`src/dbrw_pkg.sv`:
```
// constants and types shared by the refresh and write-recovery block
package dbrw_pkg;
    localparam int unsigned SYS_CLK_MHZ = 125;
    localparam int unsigned CNT_W = 16;
    localparam int unsigned ROW_W = 12;
    localparam int unsigned LAT_W = 5;
    // internal refresh must start inside tCKE after entry
    localparam int unsigned T_CKE_NS = 5;
    localparam int unsigned TCKE_CYC_RAW = (T_CKE_NS * SYS_CLK_MHZ) / 1000;
    localparam int unsigned TCKE_CYC = (TCKE_CYC_RAW < 1) ? 1 : TCKE_CYC_RAW;
    // internal self-refresh timer, a plain default
    localparam int unsigned T_SREF_INT_NS = 7800;
    localparam int unsigned SREF_INT_CYC = (T_SREF_INT_NS * SYS_CLK_MHZ) / 1000;
    localparam logic [1:0] BURST_BL8 = 2'b00;
    localparam logic [1:0] BURST_OTF = 2'b01;
    localparam logic [1:0] BURST_BC4 = 2'b10;
    localparam logic [3:0] BEATS_BL8 = 4'h8;
    localparam logic [3:0] BEATS_BC4 = 4'h4;
    // command codes {cs_n, ras_n, cas_n, we_n}
    localparam logic [3:0] CMD_REF = 4'h1;
    localparam logic [3:0] CMD_WRITE = 4'h4;
    typedef enum logic [1:0] {
        DBRW_IDLE, DBRW_SREF, DBRW_XS
    } dbrw_state_type;
endpackage : dbrw_pkg

```
`src/dbrw_sync.sv`:
```
// two-flop synchroniser for one pin level
`timescale 1ns/1ns
`default_nettype none
module dbrw_sync (
    input wire logic sys_clk,
    input wire logic rstn,
    input wire logic pin,
    output logic level
);
    logic stage;
    // first stage is read only by the second
    always_ff @(posedge sys_clk or negedge rstn) begin
        if (!rstn) begin
            stage <= 1'b0;
            level <= 1'b0;
        end else begin
            stage <= pin;
            level <= stage;
        end
    end
endmodule : dbrw_sync
`default_nettype wire

```
`src/dbrw_core.sv`:
```
// dram-side refresh, self-refresh and write burst length / recovery logic
`timescale 1ns/1ns
`default_nettype none
module dbrw_core (
    input wire logic sys_clk,
    input wire logic rstn,
    input wire logic ck,
    input wire logic cke,
    input wire logic cs_n,
    input wire logic ras_n,
    input wire logic cas_n,
    input wire logic we_n,
    input wire logic a12,
    input wire logic [1:0] burst_mode,
    input wire logic dll_disable,
    input wire logic [dbrw_pkg::LAT_W-1:0] additive_latency,
    input wire logic [dbrw_pkg::LAT_W-1:0] cas_write_latency,
    output logic refresh_pulse,
    output logic [dbrw_pkg::ROW_W-1:0] refresh_row,
    output logic in_self_refresh,
    output logic dll_enabled,
    output logic dll_reset,
    output logic write_data_window,
    output logic write_recovery_start,
    output logic burst_chop
);
    import dbrw_pkg::*;

    ////////////////////////////////////////////////////////////////////
    // pin synchronisers: every pin crosses two flops before use
    logic ck_s, cke_s, cs_s, ras_s, cas_s, we_s, a12_s;
    logic [6:0] pins_raw, pins_s;
    assign pins_raw = {ck, cke, cs_n, ras_n, cas_n, we_n, a12};
    genvar gi;
    generate
        for (gi = 0; gi < 7; gi++) begin : g_sync
            dbrw_sync u_sync (
                .sys_clk(sys_clk),
                .rstn(rstn),
                .pin(pins_raw[gi]),
                .level(pins_s[gi])
            );
        end
    endgenerate
    assign {ck_s, cke_s, cs_s, ras_s, cas_s, we_s, a12_s} = pins_s;

    // beat count decode, used at write capture only for the chop flag
    function automatic logic [3:0] beats_of(input logic [1:0] mode,
                                            input logic a12_bit);
        if (mode == BURST_BC4)
            beats_of = BEATS_BC4;
        else if (mode == BURST_OTF && !a12_bit)
            beats_of = BEATS_BC4;
        else
            beats_of = BEATS_BL8;
    endfunction : beats_of

    ////////////////////////////////////////////////////////////////////
    // link clock edge detect and command decode on rising ck
    logic ck_d, cke_d;
    logic ck_rise, cmd_ref, cmd_sre, cmd_srx, cmd_wr;
    logic [3:0] cmd;
    assign ck_rise = ck_s && !ck_d;
    assign cmd = {cs_s, ras_s, cas_s, we_s};
    // cke_d is cke registered at previous ck edge
    assign cmd_ref = ck_rise && cke_d && cke_s && cmd == CMD_REF;
    assign cmd_sre = ck_rise && cke_d && !cke_s && cmd == CMD_REF;
    assign cmd_wr = ck_rise && cke_s && cmd == CMD_WRITE;

    ////////////////////////////////////////////////////////////////////
    // refresh / self-refresh state
    dbrw_state_type state, next_state;
    logic [CNT_W-1:0] timer, next_timer;
    logic [ROW_W-1:0] next_row;
    logic next_refresh, next_dll_en, next_dll_rst, next_cke_d;
    logic first_done, next_first_done;

    assign cmd_srx = ck_rise && cke_s; // exit sampled on any rising edge

    always_comb begin
        next_state = state;
        next_timer = timer;
        next_row = refresh_row;
        next_refresh = 1'b0;
        next_dll_en = dll_enabled;
        next_dll_rst = 1'b0;
        next_first_done = first_done;
        next_cke_d = ck_rise ? cke_s : cke_d;
        case (state)
            DBRW_IDLE: begin
                if (cmd_sre) begin
                    next_state = DBRW_SREF;
                    next_timer = '0;
                    next_first_done = 1'b0;
                    if (!dll_disable)
                        next_dll_en = 1'b0;
                end else if (cmd_ref) begin
                    // address bus ignored, row from counter
                    next_refresh = 1'b1;
                    next_row = refresh_row + 1'b1;
                end
            end
            DBRW_SREF: begin
                // command and address pins ignored here; cke sampled on rising ck
                next_timer = timer + 1'b1;
                if (!first_done && timer >= CNT_W'(TCKE_CYC - 1)) begin
                    next_refresh = 1'b1;
                    next_row = refresh_row + 1'b1;
                    next_first_done = 1'b1;
                    next_timer = '0;
                end else if (first_done &&
                             timer >= CNT_W'(SREF_INT_CYC - 1)) begin
                    next_refresh = 1'b1;
                    next_row = refresh_row + 1'b1;
                    next_timer = '0;
                end
                if (cmd_srx) begin
                    next_state = DBRW_XS;
                    if (!dll_disable) begin
                        next_dll_en = 1'b1;
                        next_dll_rst = 1'b1;
                    end
                end
            end
            DBRW_XS: begin
                // banks already precharged after any refresh
                next_state = DBRW_IDLE;
            end
            default: next_state = DBRW_IDLE;
        endcase
    end

    always_ff @(posedge sys_clk or negedge rstn) begin
        if (!rstn) begin
            state <= DBRW_IDLE;
            timer <= '0;
            refresh_row <= '0;
            refresh_pulse <= 1'b0;
            dll_enabled <= 1'b1;
            dll_reset <= 1'b0;
            first_done <= 1'b0;
            cke_d <= 1'b0;
        end else begin
            state <= next_state;
            timer <= next_timer;
            refresh_row <= next_row;
            refresh_pulse <= next_refresh;
            dll_enabled <= next_dll_en;
            dll_reset <= next_dll_rst;
            first_done <= next_first_done;
            cke_d <= next_cke_d;
        end
    end
    assign in_self_refresh = (state == DBRW_SREF);

    ////////////////////////////////////////////////////////////////////
    // write burst: latency count, beat count, recovery start
    // counts in ck cycles; one burst tracked at a time, a write during
    // a running burst restarts it (seamless back-to-back not modelled)
    logic [LAT_W:0] wl_cnt, next_wl_cnt;
    logic [3:0] beat_cnt, next_beat_cnt;
    logic next_window, next_rec, next_chop, ck_d_next;

    always_comb begin
        next_wl_cnt = wl_cnt;
        next_beat_cnt = beat_cnt;
        next_window = write_data_window;
        next_rec = 1'b0;
        next_chop = burst_chop;
        ck_d_next = ck_s;
        if (cmd_wr && state == DBRW_IDLE) begin
            // first beat at AL + CWL clocks
            next_wl_cnt = {1'b0, additive_latency} +
                          {1'b0, cas_write_latency};
            next_chop = (beats_of(burst_mode, a12_s) == BEATS_BC4);
            next_window = 1'b0;
            next_beat_cnt = '0;
        end else if (ck_rise) begin
            if (wl_cnt != '0) begin
                next_wl_cnt = wl_cnt - 1'b1;
                if (wl_cnt == (LAT_W+1)'(1)) begin
                    next_window = 1'b1;
                    // data clocks: four beats pair in two, eight in four;
                    // chopped recovery counts four clocks from first
                    next_beat_cnt = BEATS_BL8 >> 1;
                end
            end else if (write_data_window) begin
                next_beat_cnt = beat_cnt - 1'b1;
                if (beat_cnt == 4'h1) begin
                    next_window = 1'b0;
                    // recovery reference edge for tWR and tWTR
                    next_rec = 1'b1;
                end
            end
        end
    end

    always_ff @(posedge sys_clk or negedge rstn) begin
        if (!rstn) begin
            wl_cnt <= '0;
            beat_cnt <= '0;
            write_data_window <= 1'b0;
            write_recovery_start <= 1'b0;
            burst_chop <= 1'b0;
            ck_d <= 1'b0;
        end else begin
            wl_cnt <= next_wl_cnt;
            beat_cnt <= next_beat_cnt;
            write_data_window <= next_window;
            write_recovery_start <= next_rec;
            burst_chop <= next_chop;
            ck_d <= ck_d_next;
        end
    end
endmodule : dbrw_core
`default_nettype wire

```
`config.mk`:
```
export PLATFORM = sky130hd
export DESIGN_NAME = dbrw_core
export DESIGN_NICKNAME = d
export VERILOG_FILES = /design/src/dbrw_pkg.sv /design/src/dbrw_sync.sv /design/src/dbrw_core.sv
export SDC_FILE = /design/constraint.sdc
export NUM_CORES = 1
export LEC_CHECK = 0
export BUFFER_PORTS_ARGS = -buffer_cell sky130_fd_sc_hd__buf_2
export CAP_MARGIN = 20
export CELL_PAD_IN_SITES_DETAIL_PLACEMENT = 1
export CELL_PAD_IN_SITES_GLOBAL_PLACEMENT = 2
export CORE_MARGIN = 2
export CORE_UTILIZATION = 38
export CTS_BUF_LIST = sky130_fd_sc_hd__clkbuf_8
export CTS_CLUSTER_DIAMETER = 120
export DETAILED_ROUTE_END_ITERATION = 12
export HOLD_SLACK_MARGIN = 0.08
export PLACE_DENSITY = 0.89
export SYNTH_ARGS = -nofsm -noshare
export SYNTH_HDL_FRONTEND = slang
export SYNTH_HIERARCHICAL = 1
export SYNTH_SLANG_ARGS = --single-unit
```
`constraint.sdc`:
```
create_clock -name sys_clk -period 2.5 [get_ports sys_clk]
set_input_delay 0.625 -clock sys_clk [delete_from_list [all_inputs] [get_ports sys_clk]]
set_output_delay 0.625 -clock sys_clk [all_outputs]
set_load 0.01 [all_outputs]
```
==> reports/qor.csv <==
metric,value,unit
routedWlPerCell,14.8,um
final_util,0.459,
grt_max_degree,45,
chipWidth,92.6,um
fp.dieArea,0.00858,mm^2
grt_pass1_vias,2458,
wl_met1,3030,um
cp_slowest_cell,a21oi_1,
ir_drop,0.358,mV
start_util,0.388,
reg2reg_slack,380,ps
io_pins,41,
cts-root-buf,clkbuf_8,
worstSetupEndpointType,flip-flop,
hold_buffers,0,
report.final.slew_viol_count,0,
reg2regPathDepth,8,
fillers,907,
worst_pin_slew,591,ps
grt_usage,0.171,
drive_gt1_frac,0.231,
status,completed,
antenna_found_initial,0,
met3_length,217,um
fin_worst_skew,9.15,ps
rows,32,
layout.nets,369,
h-tree-depth,3,
start_kind,flip-flop,
timing.hold.ws,226,ps
required,2770,ps
cts_buffers,9,
crit_type,flip-flop to flip-flop,
via_count,2318,
fmax,472,MHz
ys_warn_count,6,
drt_pass1_iterations,4,
io_buffer_count,40,
endpoint,refresh_row[9]$_DFFE_PN0P_,
drt_first_iter_violations,69,
synth-seq-area-share,0.528,
tns,0,ps
postSynth.asyncResetShare,1.00,
worst-path-max-fanout,10,
drc_errors,0,
cts_tree,yes,
ys_ff_latch,63,
place.gp.congestion,0.777,
syn_inst,285,
synth-main-ff-cell,dfrtp_1,
cp.buffers_inverters,2,
p_leak,1.77,nW
wl_met2,3150,um
syn_area_per_cell,10.5,um^2
overflow,0,
postRouteAntennaNets,0,
rr_endpoint,refresh_row[9]$_DFFE_PN0P_,
cts_sinks,63,
clk_pin_slew,70,ps
setup_violations,0,
worst-path-stages,8,
synth_edf_count,0,
period_minus_slack,2120,ps
worstSetupStartpoint,timer[0]$_DFFE_PN0P_,
viasPerCell,5.27,
rr_startpoint,timer[0]$_DFFE_PN0P_,
areaGrowthSynthToFinish,18.1,%
crit_family,compound AO/OA/AOI/OAI gates,
stdcell_count,440,
fp.dieH,92.6,um
insertedDiodeCount,0,
period_share,0.847,
syn_area,0.00299,mm^2
cts_max_path_buffers,2,
clk_latency,350,ps
cp_cell_sequence,"inv_1, ha_1, o211ai_1, a21oi_1, o21ai_0, buf_4, a211oi_1, xor2_1",
place_inst,424,
cap_violations,0,
p_per_area,759,mW/mm^2
synth_cell_types,52,
routed_wirelength,6520,um
max_slew_margin,0.604,
cts_setup_buffers,0,
hp-class,input pin to async pin,
core_area,0.00769,mm^2
max_stage_delay,450,ps
syn_nets,321,
dr.max_layer_used,met4,
dpl.hpwl,4660,um
post_cts_resize_count,0,
rsz0062_at_grt,false,
arrival,2390,ps
hold_viol,0,
grt_first_pass_wirelength,11500,um
[metal layers]
metal,up-vias,global-route usage
li1,1126,-
met1,1145,0.230
met2,35,0.266
met3,12,0.0407
met4,0,0.0711
met5,-,0
[metrics by stage]
| step | setup slack (ps) | cell area (um^2) | total power, mW |
|---|---|---|---|
| floorplan | 528 | 2990 | 1.60 |
| global placement | 502 | 3330 | 1.77 |
| detailed placement | 415 | 3330 | 1.80 |
| CTS | 365 | 3530 | 2.71 |
| global route | 121 | 3530 | 2.85 |
| finish | 381 | 3530 | 2.68 |
[registers in the layout, summed over array words and instances (netlist names)]
register              count
timer                    16
refresh_row              12
g_sync.u_sync/level       7
g_sync.u_sync/stage       7
wl_cnt                    6
beat_cnt                  4
state                     2
burst_chop                1
ck_d                      1
cke_d                     1
dll_enabled               1
dll_reset                 1
first_done                1
refresh_pulse             1
write_data_window         1
write_recovery_start      1
[power by group]
part | internal [mW] | switching (mW) | total, mW
logic | 0.218 | 0.282 | 0.500
clock network | 0.481 | 0.414 | 0.896
registers | 1.15 | 0.126 | 1.28
total | 1.85 | 0.822 | 2.68
[worst min-delay path by stage]
stage | cells past startpoint | to | start | slack (ps)
floorplan | 0 | beat_cnt[0]$_DFFE_PN0P_ | rstn | 330
global placement | 0 | g_sync[5].u_sync/level$_DFF_PN0_ | g_sync[5].u_sync/stage$_DFF_PN0_ | 330
detailed placement | 0 | g_sync[2].u_sync/level$_DFF_PN0_ | g_sync[2].u_sync/stage$_DFF_PN0_ | 340
CTS | 1 | timer[11]$_DFFE_PN0P_ | rstn | 230
global route | 1 | timer[11]$_DFFE_PN0P_ | rstn | 260
finish | 1 | timer[11]$_DFFE_PN0P_ | rstn | 230
[cell families (layout without fill, tap and decap cells)]
group,after synthesis,after routing,synth area share
adder cells (fa/ha/maj),14,14,0.0612
AO/OA/AOI/OAI,64,64,0.126
multiplexers,3,3,0.0109
buffers and inverters,20,73,0.0306
AND/OR/NAND/NOR,107,107,0.202
XOR/XNOR,14,14,0.0411
flip-flops,63,63,0.529
[layout by cell type, fill, tap and decap left out, drive strengths merged, types with 7 or more instances in the layout]
master | synthesis | layout
ha | 13 | 13
nor3 | 10 | 10
buf | 4 | 48
and3 | 13 | 13
o21ai | 22 | 22
clkbuf | 7 | 10
xor2 | 13 | 13
a21oi | 21 | 21
nor2 | 11 | 11
dfrtp | 62 | 62
inv | 9 | 9
nand4 | 7 | 7
nand2 | 24 | 24
nand3 | 15 | 15
[cell usage after synthesis (3+ instances only)]
master,count,area share
nand2_1,24,0.030
clkbuf_1,7,0.0088
nor4_1,5,0.010
dfrtp_1,62,0.52
o21ai_0,14,0.023
a21o_1,3,0.0075
and4_1,4,0.012
nand3_1,15,0.025
o21ai_1,8,0.013
nand4_1,7,0.015
nor3_1,9,0.015
a21oi_1,21,0.035
and3_2,6,0.015
xor2_1,13,0.038
a21boi_0,3,0.0075
inv_1,9,0.011
nor2_1,11,0.014
ha_1,13,0.054
a31oi_1,3,0.0063
and3_1,7,0.015
[area by class of cell]
type | count | area [um^2] | share of cell area
clock buffer | 10 | 138 | 0.0390
clock inverter | 6 | 60.1 | 0.0170
inverter | 9 | 33.8 | 0.00958
multi-input combinational | 202 | 1320 | 0.373
sequential | 63 | 1580 | 0.447
tap | 102 | 128 | 0.0362
timing repair buffer | 48 | 273 | 0.0774
(Power assumes the default switching activity.)
